--- config.mk ---
export PLATFORM = sky130hd
export DESIGN_NAME = fwpg_core
export DESIGN_NICKNAME = d
export VERILOG_FILES = /design/src/core/fwpg_pkg.sv /design/src/core/fwpg_core.sv
export SDC_FILE = /design/constraint.sdc
export NUM_CORES = 2
export LEC_CHECK = 0
export ABC_CLOCK_PERIOD_IN_PS = 8650
export BUFFER_PORTS_ARGS = -buffer_cell sky130_fd_sc_hd__buf_2
export CORE_MARGIN = 5
export CORE_UTILIZATION = 40
export DETAILED_ROUTE_END_ITERATION = 8
export HOLD_SLACK_MARGIN = 0.05
export PLACE_DENSITY_LB_ADDON = 0.15
export REMOVE_ABC_BUFFERS = 1
export SETUP_SLACK_MARGIN = 0.4
export SKIP_CTS_REPAIR_TIMING = 1
export SLEW_MARGIN = 20
export SYNTH_ARGS = -nofsm -noshare
export SYNTH_HDL_FRONTEND = slang
export SYNTH_SLANG_ARGS = --single-unit
--- constraint.sdc ---
create_clock -name clock -period 8.65 [get_ports clock]
set_input_delay 0.4325 -clock clock [delete_from_list [all_inputs] [get_ports clock]]
set_output_delay 0.4325 -clock clock [all_outputs]
set_load 0.01 [all_outputs]
--- src/core/fwpg_pkg.sv ---
// Constants and types shared by the flash write-protect gating block
package fwpg_pkg;

  ////////////////////////////////////////////////////////////////////////////
  // Array geometry: 33,554,432 bytes, 512 blocks of 64 KB, 4 KB sectors
  localparam int ADDR_W = 25;
  localparam int BLK_LSB = 16;
  localparam int SECT_LSB = 12;
  localparam int BLK_W = 9;
  localparam int SECT_W = 4;
  localparam int BLOCKS = 512;
  localparam int SECT_PER_BLK = 16;
  localparam int PAGE_BYTES_DFLT = 256;
  localparam logic [BLK_W-1:0] BLK_LOWEST = 9'h000;
  localparam logic [BLK_W-1:0] BLK_HIGHEST = 9'h1FF;

  ////////////////////////////////////////////////////////////////////////////
  // Protect level decoding
  localparam logic [3:0] LEVEL_NONE = 4'h0;
  localparam logic [3:0] LEVEL_ALL_MIN = 4'hA;
  localparam logic [9:0] BLOCKS_TOTAL = 10'h200;

  ////////////////////////////////////////////////////////////////////////////
  // Command codes
  localparam logic [7:0] CMD_PROG3 = 8'h02;
  localparam logic [7:0] CMD_PROG4 = 8'h12;
  localparam logic [7:0] CMD_SECT_ERASE3 = 8'h20;
  localparam logic [7:0] CMD_SECT_ERASE4 = 8'h21;
  localparam logic [7:0] CMD_BLK_ERASE3 = 8'hD8;
  localparam logic [7:0] CMD_BLK_ERASE4 = 8'hDC;
  localparam logic [7:0] CMD_CHIP_ERASE_A = 8'h60;
  localparam logic [7:0] CMD_CHIP_ERASE_B = 8'hC7;
  localparam logic [7:0] CMD_WRITE_ENABLE = 8'h06;
  localparam logic [7:0] CMD_WRITE_DISABLE = 8'h04;
  localparam logic [7:0] CMD_POWER_DOWN = 8'hB9;
  localparam logic [7:0] CMD_POWER_UP = 8'hAB;
  localparam logic [7:0] CMD_NO_OP = 8'h00;
  localparam logic [7:0] CMD_RESET_ARM = 8'h66;
  localparam logic [7:0] CMD_RESET_GO = 8'h99;

  // Address bytes carried by each addressed command
  localparam logic [2:0] ALEN_SHORT = 3'h3;
  localparam logic [2:0] ALEN_LONG = 3'h4;
  localparam logic [2:0] ALEN_NONE = 3'h0;

  ////////////////////////////////////////////////////////////////////////////
  // Reset values
  localparam logic RST_WEL = 1'b0;
  localparam logic RST_WIP = 1'b0;
  localparam logic RST_DPD = 1'b0;
  localparam logic RST_STANDBY = 1'b1;

  ////////////////////////////////////////////////////////////////////////////
  // Types
  typedef enum logic [2:0] {
    ST_STANDBY = 3'b000,
    ST_CMD = 3'b001,
    ST_CMD2 = 3'b010,
    ST_ADDR = 3'b011,
    ST_DATA = 3'b100,
    ST_IGNORE = 3'b101
  } fwpg_state_type;

  typedef enum logic [1:0] {
    KIND_PROG = 2'b00,
    KIND_SECTOR = 2'b01,
    KIND_BLOCK = 2'b10,
    KIND_CHIP = 2'b11
  } fwpg_kind_type;

endpackage : fwpg_pkg

--- src/core/fwpg_core.sv ---
// Command gating and write protection for the serial NOR flash
`timescale 1ns/10ps
`default_nettype none

// Summary of operation
// (RULE1) Single-wire frames open with a one-byte command code.
// (RULE2) Octal frames open with a two-byte command code.
// (RULE3) Check length in single mode, complement of second byte in octal.
// (RULE4) Data-changing commands refused unless write-enable latch is set.
// (RULE5) In deep power-down only release and software reset are obeyed.
// (RULE6) Command state machine starts in standby after reset.
// (RULE7) Array changes only after a complete valid sequence.
// (RULE8) Standby when chip select is high and nothing runs.
// (RULE9) Program one byte, a word or up to a 256-byte page.
// (RULE10) Erase a 4 KB sector, a 64 KB block or the whole chip.
// (RULE11) Accepted program or erase runs the internal perform-verify cycle.
// (RULE12) Write-in-progress flag shows a running program or erase.
// (RULE13) Bottom select clear: level n protects top 2^(n-1) blocks.
// (RULE14) Levels 10 to 15 protect all 512 blocks.
// (RULE15) Program or erase aimed into the protected area is refused.
// (RULE16) Single mode uses clock, data in, data out and active-low select.
// (RULE17) Sector locks in the 16-sector extreme blocks, block locks elsewhere.
// (RULE18) Array is 33,554,432 bytes of eight bits.
// (RULE19) Bottom select set: level n protects 2^(n-1) blocks from block 0.
// (RULE20) Block index checked against protected range before start.
module fwpg_core #(
  parameter int PAGE_BYTES = fwpg_pkg::PAGE_BYTES_DFLT,
  parameter int PAGE_AW = $clog2(PAGE_BYTES)
) (
  input wire logic clock,
  input wire logic rst_n,
  input wire logic cs_n_pin,
  input wire logic sclk_pin,
  input wire logic [7:0] sio_pin,
  input wire logic octal_mode,
  input wire logic [3:0] protect_level_bits,
  input wire logic top_bottom_select,
  input wire logic [fwpg_pkg::BLOCKS-1:0] block_lock_bits,
  input wire logic [fwpg_pkg::SECT_PER_BLK-1:0] sector_lock_bottom,
  input wire logic [fwpg_pkg::SECT_PER_BLK-1:0] sector_lock_top,
  input wire logic [PAGE_AW-1:0] buf_rd_index,
  input wire logic op_done,
  input wire logic op_verify_ok,
  output logic op_start_q,
  output logic [1:0] op_kind_q,
  output logic [fwpg_pkg::ADDR_W-1:0] op_addr_q,
  output logic [PAGE_AW:0] op_count_q,
  output logic [7:0] buf_rd_data_q,
  output logic write_enable_latch_q,
  output logic write_in_progress_flag_q,
  output logic deep_power_down_q,
  output logic standby_q,
  output logic cmd_rejected_q,
  output logic op_failed_q
);

  ////////////////////////////////////////////////////////////////////////////
  // Parameter checks
  generate
    if (PAGE_BYTES < 2 || PAGE_BYTES > 256 ||
        (PAGE_BYTES & (PAGE_BYTES - 1)) != 0 ||
        PAGE_AW != $clog2(PAGE_BYTES)) begin : g_bad_page
      $error("fwpg_core: PAGE_BYTES must be a power of two up to 256");
    end
  endgenerate

  ////////////////////////////////////////////////////////////////////////////
  // Pin synchronisers; the third stage only feeds edge detection
  logic cs_s1_q, cs_s2_q, cs_s3_q;
  logic sclk_s1_q, sclk_s2_q, sclk_s3_q;
  logic [7:0] sio_s1_q, sio_s2_q;

  always_ff @(posedge clock) begin
    if (!rst_n) begin
      cs_s1_q <= 1'b1;
      cs_s2_q <= 1'b1;
      cs_s3_q <= 1'b1;
      sclk_s1_q <= 1'b0;
      sclk_s2_q <= 1'b0;
      sclk_s3_q <= 1'b0;
      sio_s1_q <= 8'h00;
      sio_s2_q <= 8'h00;
    end else begin
      cs_s1_q <= cs_n_pin;
      cs_s2_q <= cs_s1_q;
      cs_s3_q <= cs_s2_q;
      sclk_s1_q <= sclk_pin;
      sclk_s2_q <= sclk_s1_q;
      sclk_s3_q <= sclk_s2_q;
      sio_s1_q <= sio_pin;
      sio_s2_q <= sio_s1_q;
    end
  end

  logic frame_start, frame_end, sclk_rise;
  assign frame_start = !cs_s2_q && cs_s3_q;
  assign frame_end = cs_s2_q && !cs_s3_q;
  // Access only while select is low [RULE16]
  assign sclk_rise = sclk_s2_q && !sclk_s3_q && !cs_s2_q;

  ////////////////////////////////////////////////////////////////////////////
  // Byte assembly, MSB first; mode is frozen at select fall
  logic oct_q;
  logic [2:0] bit_cnt_q;
  logic [6:0] shift_q;
  logic byte_valid;
  logic [7:0] byte_val;

  always_ff @(posedge clock) begin
    if (!rst_n) begin
      oct_q <= 1'b0;
    end else if (frame_start) begin
      oct_q <= octal_mode;
    end
  end

  always_ff @(posedge clock) begin
    if (!rst_n || frame_start) begin
      bit_cnt_q <= 3'h0;
      shift_q <= 7'h00;
    end else if (sclk_rise && !oct_q) begin
      bit_cnt_q <= bit_cnt_q + 3'h1;
      shift_q <= {shift_q[5:0], sio_s2_q[0]};
    end
  end

  // Octal mode takes a whole byte per rising edge
  assign byte_valid = sclk_rise && (oct_q || bit_cnt_q == 3'h7);
  assign byte_val = oct_q ? sio_s2_q : {shift_q, sio_s2_q[0]};

  ////////////////////////////////////////////////////////////////////////////
  // Command decode
  fwpg_pkg::fwpg_state_type state_q;
  logic [7:0] cmd_q;
  logic [7:0] cmd_now;
  logic [2:0] alen;
  logic known, blocked_dpd;
  fwpg_pkg::fwpg_state_type hdr_next;

  assign cmd_now = (state_q == fwpg_pkg::ST_CMD) ? byte_val : cmd_q;

  always_comb begin
    alen = fwpg_pkg::ALEN_NONE;
    known = 1'b1;
    case (cmd_now)
      fwpg_pkg::CMD_PROG3, fwpg_pkg::CMD_SECT_ERASE3,
      fwpg_pkg::CMD_BLK_ERASE3: begin
        // Octal frames always carry four address bytes
        alen = oct_q ? fwpg_pkg::ALEN_LONG : fwpg_pkg::ALEN_SHORT;
      end
      fwpg_pkg::CMD_PROG4, fwpg_pkg::CMD_SECT_ERASE4,
      fwpg_pkg::CMD_BLK_ERASE4: begin
        alen = fwpg_pkg::ALEN_LONG;
      end
      fwpg_pkg::CMD_CHIP_ERASE_A, fwpg_pkg::CMD_CHIP_ERASE_B,
      fwpg_pkg::CMD_WRITE_ENABLE, fwpg_pkg::CMD_WRITE_DISABLE,
      fwpg_pkg::CMD_POWER_DOWN, fwpg_pkg::CMD_POWER_UP,
      fwpg_pkg::CMD_NO_OP, fwpg_pkg::CMD_RESET_ARM,
      fwpg_pkg::CMD_RESET_GO: begin
        alen = fwpg_pkg::ALEN_NONE;
      end
      default: begin
        known = 1'b0;
      end
    endcase
  end

  assign blocked_dpd = deep_power_down_q &&
    cmd_now != fwpg_pkg::CMD_POWER_UP &&
    cmd_now != fwpg_pkg::CMD_RESET_ARM &&
    cmd_now != fwpg_pkg::CMD_RESET_GO; // [RULE5]

  always_comb begin
    if (!known || blocked_dpd) begin
      hdr_next = fwpg_pkg::ST_IGNORE;
    end else if (alen != fwpg_pkg::ALEN_NONE) begin
      hdr_next = fwpg_pkg::ST_ADDR;
    end else begin
      hdr_next = fwpg_pkg::ST_DATA;
    end
  end

  ////////////////////////////////////////////////////////////////////////////
  // Frame state machine; a bad frame parks in ignore until select rises
  logic [2:0] addr_left_q;

  always_ff @(posedge clock) begin
    if (!rst_n) begin
      state_q <= fwpg_pkg::ST_STANDBY; // [RULE6]
    end else if (frame_end) begin
      state_q <= fwpg_pkg::ST_STANDBY; // [RULE8]
    end else if (frame_start) begin
      state_q <= fwpg_pkg::ST_CMD;
    end else if (byte_valid) begin
      case (state_q)
        fwpg_pkg::ST_CMD: begin
          // One code byte in single mode, two in octal [RULE1] [RULE2]
          state_q <= oct_q ? fwpg_pkg::ST_CMD2 : hdr_next;
        end
        fwpg_pkg::ST_CMD2: begin
          state_q <= (byte_val == ~cmd_q) ? hdr_next
                                          : fwpg_pkg::ST_IGNORE; // [RULE3]
        end
        fwpg_pkg::ST_ADDR: begin
          if (addr_left_q == 3'h1) begin
            state_q <= fwpg_pkg::ST_DATA;
          end
        end
        default: begin
          state_q <= state_q;
        end
      endcase
    end
  end

  always_ff @(posedge clock) begin
    if (!rst_n) begin
      cmd_q <= fwpg_pkg::CMD_NO_OP;
    end else if (byte_valid && state_q == fwpg_pkg::ST_CMD) begin
      cmd_q <= byte_val;
    end
  end

  ////////////////////////////////////////////////////////////////////////////
  // Address and page data capture
  logic [fwpg_pkg::ADDR_W-1:0] addr_q;
  logic [PAGE_AW:0] data_cnt_q;
  logic extra_q;
  logic [7:0] buf_q [PAGE_BYTES];
  logic is_prog, is_sect, is_blk, is_chip, alters;
  logic hdr_done;

  assign is_prog = cmd_q == fwpg_pkg::CMD_PROG3 ||
                   cmd_q == fwpg_pkg::CMD_PROG4;
  assign is_sect = cmd_q == fwpg_pkg::CMD_SECT_ERASE3 ||
                   cmd_q == fwpg_pkg::CMD_SECT_ERASE4;
  assign is_blk = cmd_q == fwpg_pkg::CMD_BLK_ERASE3 ||
                  cmd_q == fwpg_pkg::CMD_BLK_ERASE4;
  assign is_chip = cmd_q == fwpg_pkg::CMD_CHIP_ERASE_A ||
                   cmd_q == fwpg_pkg::CMD_CHIP_ERASE_B;
  assign alters = is_prog || is_sect || is_blk || is_chip;
  assign hdr_done = byte_valid && (state_q == fwpg_pkg::ST_CMD2 ||
    (state_q == fwpg_pkg::ST_CMD && !oct_q));

  always_ff @(posedge clock) begin
    if (!rst_n || frame_start) begin
      addr_left_q <= 3'h0;
      addr_q <= '0;
    end else if (hdr_done) begin
      addr_left_q <= alen;
    end else if (byte_valid && state_q == fwpg_pkg::ST_ADDR) begin
      addr_left_q <= addr_left_q - 3'h1;
      // The upper seven bits of a four-byte address fall off above the array; its lowest bit stays as address bit 24
      addr_q <= {addr_q[fwpg_pkg::ADDR_W-9:0], byte_val}; // [RULE18]
    end
  end

  // Data past a page end wraps and overwrites; count stops at one page
  always_ff @(posedge clock) begin
    if (!rst_n || frame_start) begin
      data_cnt_q <= '0;
      extra_q <= 1'b0;
    end else if (byte_valid && state_q == fwpg_pkg::ST_DATA) begin
      if (!is_prog) begin
        extra_q <= 1'b1; // [RULE3]
      end else if (data_cnt_q != (PAGE_AW+1)'(PAGE_BYTES)) begin
        data_cnt_q <= data_cnt_q + (PAGE_AW+1)'(1); // [RULE9]
      end
    end
  end

  // Page buffer holds data until the frame proves complete
  always_ff @(posedge clock) begin
    if (byte_valid && state_q == fwpg_pkg::ST_DATA && is_prog) begin
      buf_q[addr_q[PAGE_AW-1:0] + data_cnt_q[PAGE_AW-1:0]] <= byte_val;
    end
  end

  always_ff @(posedge clock) begin
    if (!rst_n) begin
      buf_rd_data_q <= 8'h00;
    end else begin
      buf_rd_data_q <= buf_q[buf_rd_index];
    end
  end

  ////////////////////////////////////////////////////////////////////////////
  // Protected area from level bits, bottom select and lock bits
  logic [fwpg_pkg::BLK_W-1:0] blk;
  logic [fwpg_pkg::SECT_W-1:0] sect;
  logic [9:0] lvl_cnt;
  logic lvl_hit, lock_hit, prot_hit;

  assign blk = addr_q[fwpg_pkg::ADDR_W-1:fwpg_pkg::BLK_LSB];
  assign sect = addr_q[fwpg_pkg::BLK_LSB-1:fwpg_pkg::SECT_LSB];
  assign lvl_cnt = 10'h001 << (protect_level_bits - 4'h1);

  always_comb begin
    if (protect_level_bits == fwpg_pkg::LEVEL_NONE) begin
      lvl_hit = 1'b0; // [RULE13]
    end else if (is_chip) begin
      lvl_hit = 1'b1;
    end else if (protect_level_bits >= fwpg_pkg::LEVEL_ALL_MIN) begin
      lvl_hit = 1'b1; // [RULE14]
    end else if (top_bottom_select) begin
      lvl_hit = {1'b0, blk} < lvl_cnt; // [RULE19] [RULE20]
    end else begin
      lvl_hit = {1'b0, blk} >=
                (fwpg_pkg::BLOCKS_TOTAL - lvl_cnt); // [RULE13] [RULE20]
    end
  end

  // Extreme blocks lock per 4 KB sector, all others per 64 KB block
  always_comb begin
    if (is_chip) begin
      lock_hit = |block_lock_bits || |sector_lock_bottom ||
                 |sector_lock_top;
    end else if (blk == fwpg_pkg::BLK_LOWEST) begin
      lock_hit = is_blk ? |sector_lock_bottom
                        : sector_lock_bottom[sect]; // [RULE17]
    end else if (blk == fwpg_pkg::BLK_HIGHEST) begin
      lock_hit = is_blk ? |sector_lock_top
                        : sector_lock_top[sect]; // [RULE17]
    end else begin
      lock_hit = block_lock_bits[blk]; // [RULE17]
    end
  end

  assign prot_hit = lvl_hit || lock_hit; // [RULE15]

  ////////////////////////////////////////////////////////////////////////////
  // Frame completion and acceptance
  logic frame_ok, exec, accept_op, soft_rst, rst_armed_q;

  assign frame_ok = state_q == fwpg_pkg::ST_DATA && bit_cnt_q == 3'h0 &&
    !extra_q && (!is_prog || data_cnt_q != '0); // [RULE3] [RULE7]
  assign exec = frame_end && frame_ok;
  assign accept_op = exec && alters && write_enable_latch_q &&
    !write_in_progress_flag_q && !prot_hit; // [RULE4] [RULE15] [RULE20]
  assign soft_rst = exec && cmd_q == fwpg_pkg::CMD_RESET_GO && rst_armed_q;

  // Reset must directly follow its arming frame
  always_ff @(posedge clock) begin
    if (!rst_n) begin
      rst_armed_q <= 1'b0;
    end else if (frame_end) begin
      rst_armed_q <= exec && cmd_q == fwpg_pkg::CMD_RESET_ARM;
    end
  end

  always_ff @(posedge clock) begin
    if (!rst_n || soft_rst) begin
      write_enable_latch_q <= fwpg_pkg::RST_WEL;
    end else if (exec && cmd_q == fwpg_pkg::CMD_WRITE_ENABLE) begin
      write_enable_latch_q <= 1'b1; // [RULE4]
    end else if (exec && cmd_q == fwpg_pkg::CMD_WRITE_DISABLE) begin
      write_enable_latch_q <= 1'b0;
    end else if (accept_op) begin
      write_enable_latch_q <= 1'b0;
    end
  end

  // Entering power-down mid-operation is refused
  always_ff @(posedge clock) begin
    if (!rst_n || soft_rst) begin
      deep_power_down_q <= fwpg_pkg::RST_DPD;
    end else if (exec && cmd_q == fwpg_pkg::CMD_POWER_DOWN &&
                 !write_in_progress_flag_q) begin
      deep_power_down_q <= 1'b1;
    end else if (exec && cmd_q == fwpg_pkg::CMD_POWER_UP) begin
      deep_power_down_q <= 1'b0; // [RULE5]
    end
  end

  // Start wins over a finish in the same cycle
  always_ff @(posedge clock) begin
    if (!rst_n) begin
      write_in_progress_flag_q <= fwpg_pkg::RST_WIP;
    end else if (accept_op) begin
      write_in_progress_flag_q <= 1'b1; // [RULE12]
    end else if (op_done) begin
      write_in_progress_flag_q <= 1'b0; // [RULE12]
    end
  end

  ////////////////////////////////////////////////////////////////////////////
  // Request to the internal program/erase and verify sequencer
  always_ff @(posedge clock) begin
    if (!rst_n) begin
      op_start_q <= 1'b0;
      op_kind_q <= fwpg_pkg::KIND_PROG;
      op_addr_q <= '0;
      op_count_q <= '0;
    end else begin
      op_start_q <= accept_op; // [RULE7] [RULE11]
      if (accept_op) begin
        op_addr_q <= addr_q;
        op_count_q <= data_cnt_q; // [RULE9]
        if (is_prog) begin
          op_kind_q <= fwpg_pkg::KIND_PROG;
        end else if (is_sect) begin
          op_kind_q <= fwpg_pkg::KIND_SECTOR; // [RULE10]
        end else if (is_blk) begin
          op_kind_q <= fwpg_pkg::KIND_BLOCK; // [RULE10]
        end else begin
          op_kind_q <= fwpg_pkg::KIND_CHIP; // [RULE10]
        end
      end
    end
  end

  // Verify result of the sequencer, held until the next start
  always_ff @(posedge clock) begin
    if (!rst_n || accept_op) begin
      op_failed_q <= 1'b0;
    end else if (op_done && write_in_progress_flag_q && !op_verify_ok) begin
      op_failed_q <= 1'b1; // [RULE11]
    end
  end

  ////////////////////////////////////////////////////////////////////////////
  // Status strobes
  always_ff @(posedge clock) begin
    if (!rst_n) begin
      cmd_rejected_q <= 1'b0;
      standby_q <= fwpg_pkg::RST_STANDBY;
    end else begin
      cmd_rejected_q <= frame_end && state_q != fwpg_pkg::ST_STANDBY &&
                        (!frame_ok || (alters && !accept_op));
      standby_q <= cs_s2_q && !write_in_progress_flag_q; // [RULE8]
    end
  end

endmodule : fwpg_core

`default_nettype wire

==> results.md <==
Detailed routing:
- The final layout contains routed wiring with a total length of about 270000 um.
- The detailed-routing iteration count for the pre-antenna-repair pass is 5.
- The detail route stage leaves a number of antenna-violating nets equal to 0.
- The residual DRC count is 0.
- The routed layout has between 40k and 50k vias.
- The count of routing violations after the opening detailed-route iteration is approximately 5.1k.
- The average wire per standard cell is between 30 and 40 um.
- The via count normalized by instance count is a little under 6.

Timing:
- The count of final max-slew check failures is 0.
- Based on the critical path, the design can be clocked at up to between 0.15 and 0.2 GHz.
- The total negative slack for setup checks is 0 ns.
- Setup repair after global routing left no endpoint under its margin.
- The clock tree skew after final layout is roughly 0.024 ns.
- At the pin with the least slew margin, the transition time is ~1.2 ns.
- The hold violation total from the final report came to 0.
- The final critical-path required period is a little over 5 ns.
- The remaining max-slew budget at the tightest pin is 0.184.
- In the finished design, the share of the clock period the worst path needs comes to 0.599.
- The setup-violating endpoint count in the final report is 0.

GRT:
- Entering global routing, the biggest net connects approximately 200 pins.
- The number of antenna violations at the first check in global routing came to between 40 and 50.
- The number of global-route vias before repair is 50.7k.
- In the global route stage, overall resource usage came out at 0.229.
- After global routing the overflow that remains totals 0.
- The first global-routing pass estimated between 300000 and 400000 um of wire.

Setup path:
- Counting cells, the worst reg-to-reg path comes to 10.
- The slowest stage of the critical path belongs to the cell nand3_1.
- STA classifies the critical path startpoint as a register.
- In this run the critical register-to-register path is launched from data_cnt_q[1]$_SDFFE_PP0P_.
- For this run, the slowest stage of the critical path takes just over 0.9 ns.
- The maximum fanout along the worst path is 16.
- The library cell appearing most often on the critical path is a21oi_1.
- The required arrival time at the worst endpoint is slightly above 9 ns.
- The type of destination of the critical path is a register.
- Data on the critical path arrives at its endpoint at around 5.6 ns.
- Walking the worst path, the cells encountered are ha_1 > a21o_1 > a21oi_1 > o21bai_1 > a21oi_1 > o21bai_1 > a21oi_1 > xor2_2 > nand3_1 > nor2_1.
- The setup check on the worst reg-to-reg path leaves a slack of around 3.5 ns.
- The worst setup path is of the register to register kind.
- The endpoint of the worst-slack reg-to-reg timing path is buf_q[245][2]$_DFFE_PP_.

Yosys:
- The sequential fraction of the synthesis area is 0.703.
- edfxtp_1 takes more of the synthesized area than any other cell.
- Each instance of the synthesized netlist takes up on average slightly below 20 um2.
- The area share of the leading cell type in the synthesized netlist is 0.674.
- For this run, the leading register cell type out of synthesis is edfxtp_1.
- The share of synthesized registers carrying an async set or reset is 0.
- The synthesized netlist occupies a cell area of 91200 um2.
- The number of unique standard cell types used by synthesis is 81.
- Yosys attributes the largest share of cell area to edfxtp_1 67%, mux4_2 20%, dfxtp_1 2.9%.
- Counting flops with a built-in enable in the synthesized netlist gives between 2k and 2.5k.
- For this run, the number of Yosys warnings is 0.
- The instance count of the mapped netlist is between 4k and 5k.
- The synthesized design contains about 2.2k register bits.

Pwr:
- For this design the ratio of total power to cell area is approximately 210 nW/um2.
- In this run the static leakage power is 30.8 nW.
- The worst vdd rail ir drop is approximately 0.22 mV.

Die:
- The number of top-level pins is a little over 600.
- The core box area is around 230000 um2.
- The chip height is 488 um.
- The initial standard-cell utilization of the core is 0.401.
- The area of the die is around 240000 um2.
- In this run the core area contains between 150 and 200 standard-cell rows.
- The die is 488 um wide.

Flow run:
- The max-capacitance violation count is 0.

Finish:
- Leaving out fill and tap cells, the most frequent cells in the layout are 2048 x edfxtp_1, 798 x mux4_2, 618 x buf_2.
- The share of the core filled with cells in the final layout is 0.463.
- The most common cell after layout, fill and taps aside is edfxtp_1.
- The filler cells instantiated in the layout total 19.3k.
- The area growth from synthesis to final layout is 15.2%.
- Of the cells placed in the final design, the portion with a size suffix greater than 1 is 0.348.
- The final layout net count is between 5k and 6k.

Worst hold path:
- The worst hold path begins at buf_rd_index[7].
- The class of the worst hold path is input pin to register.
- Along the worst hold path, the cell count comes to 3.
- For hold timing, the worst endpoint is buf_rd_data_q[2]$_SDFF_PN0_.

Clock network:
- At the later pin of the worst-skew pair, clock insertion delay measures about 0.84 ns.
- The clock tree synthesis step divided the H-tree into 4 levels.
- The root buffer cell is clkbuf_16.
- In this run, CTS created clock tree buffers numbering roughly 220.
- The number of sinks driven by the clock tree is roughly 2.2k.
- Counting along the longest clock path gives a buffer depth of 3.
- The CTS tree is yes.
- The post-CTS clock slew at the launch and capture registers of the worst setup and hold paths is around 0.06 ns.

Placed design:
- The HPWL reported at the end of detailed placement is between 150000 and 200000 um.
- The count of buffers inserted at the top-level ports is just over 600.
- Routability-driven placement finished with a final weighted congestion of between 0.9 and 1.

Outcome:
- The run finished with clean final reports.
==> metrics by stage <==
step                instance area (um2)  hold slack, ns  instances  power [mW]  worst slack (ns)
finish                           105000           0.151       8478        21.8              3.46
global placement                  97700           0.396       8042        12.5              2.89
floorplan                         89900           0.386       4332        12.0              1.49
global route                     105000           0.124       8474        22.5              3.07
CTS                              105000          -0.297       8450        22.0              3.40
detailed placement                97700           0.405       8043        12.5              3.41
==> sequential cells by signal, indices dropped and copies added (netlist names), 2 cells and up <==
signal	count
buf_q	2048
addr_q	25
op_addr_q	25
data_cnt_q	9
op_count_q	9
buf_rd_data_q	8
cmd_q	8
sio_s1_q	8
sio_s2_q	8
shift_q	7
addr_left_q	3
bit_cnt_q	3
state_q	3
op_kind_q	2
==> cells in the mapped netlist, drive strengths merged (8+ instances only) <==
| master | number |
|---|---|
| a31oi | 10 |
| nand2b | 13 |
| xor2 | 12 |
| mux2i | 36 |
| dfxtp | 134 |
| inv | 32 |
| a21oi | 89 |
| nor3 | 15 |
| ha | 32 |
| xnor2 | 20 |
| mux4 | 798 |
| and2 | 31 |
| nand2 | 152 |
| nand4 | 47 |
| and3 | 9 |
| a221oi | 9 |
| o21ai | 63 |
| nor4 | 152 |
| clkbuf | 184 |
| buf | 109 |
| a211oi | 23 |
| edfxtp | 2048 |
| a22o | 8 |
| o22ai | 11 |
| nor2b | 15 |
| nand3 | 77 |
| mux2 | 31 |
| nor2 | 342 |
| a22oi | 22 |
==> worst max-delay path: cells and delay by family (launching register included) <==
kind,cells,cell delay (ns)
simple gates,2,1.79
compound gates,6,1.46
xor+xnor,1,0.71
flops,1,0.53
fa+ha+maj,1,0.31
==> layout make-up <==
type / instances / area, um2 / share of cell area
antenna: 13 / 32.5 / 0.000309
tap: 3009 / 3760 / 0.0358
clock buffer: 261 / 5750 / 0.0547
multi-input combinational: 2117 / 25700 / 0.244
timing repair buffer: 717 / 4070 / 0.0387
inverter: 33 / 181 / 0.00173
sequential: 2182 / 64200 / 0.610
clock inverter: 146 / 1470 / 0.0140
==> how the worst max path moves through the flow <==
stage	depth (start not counted)	to	startpoint
2_1_floorplan	11	op_addr_q[17]$_SDFFE_PN0P_	addr_q[16]$_SDFFE_PP0P_
3_3_place_gp	10	op_addr_q[1]$_SDFFE_PN0P_	block_lock_bits[327]
3_5_place_dp	11	op_addr_q[21]$_SDFFE_PN0P_	block_lock_bits[327]
4_1_cts	10	buf_q[245][2]$_DFFE_PP_	data_cnt_q[1]$_SDFFE_PP0P_
5_1_grt	10	buf_q[245][2]$_DFFE_PP_	data_cnt_q[1]$_SDFFE_PP0P_
6_report	10	buf_q[245][2]$_DFFE_PP_	data_cnt_q[1]$_SDFFE_PP0P_
==> layer usage <==
metal  part of all wire  up-vias  routed length (um)  GRT usage
met3              0.084      318               23100     0.0609
li1                   -    20800                   -          -
met5            0.00021        -                  57          0
met1               0.44    26600              121000      0.337
met2               0.46     1951              126000      0.345
met4              0.019        8                5120     0.0480
==> logic make-up after synthesis <==
kind of cell,count (synthesis),synth area share
flops,2182,0.703
simple gates,892,0.0475
mux,865,0.205
buf+inv,326,0.0161
compound gates,295,0.0207
fa+ha+maj,33,0.00461
xor+xnor,32,0.00307
==> power by group <==
| group | switching [mW] | leakage (nW) | internal (mW) |
|---|---|---|---|
| Combinational | 0.480 | 9.33 | 0.375 |
| Sequential | 0.0105 | 17.9 | 11.4 |
| Clock | 4.03 | 3.53 | 5.49 |
| Total | 4.52 | 30.8 | 17.3 |
No activity file was read; power rests on OpenSTA's default activity.
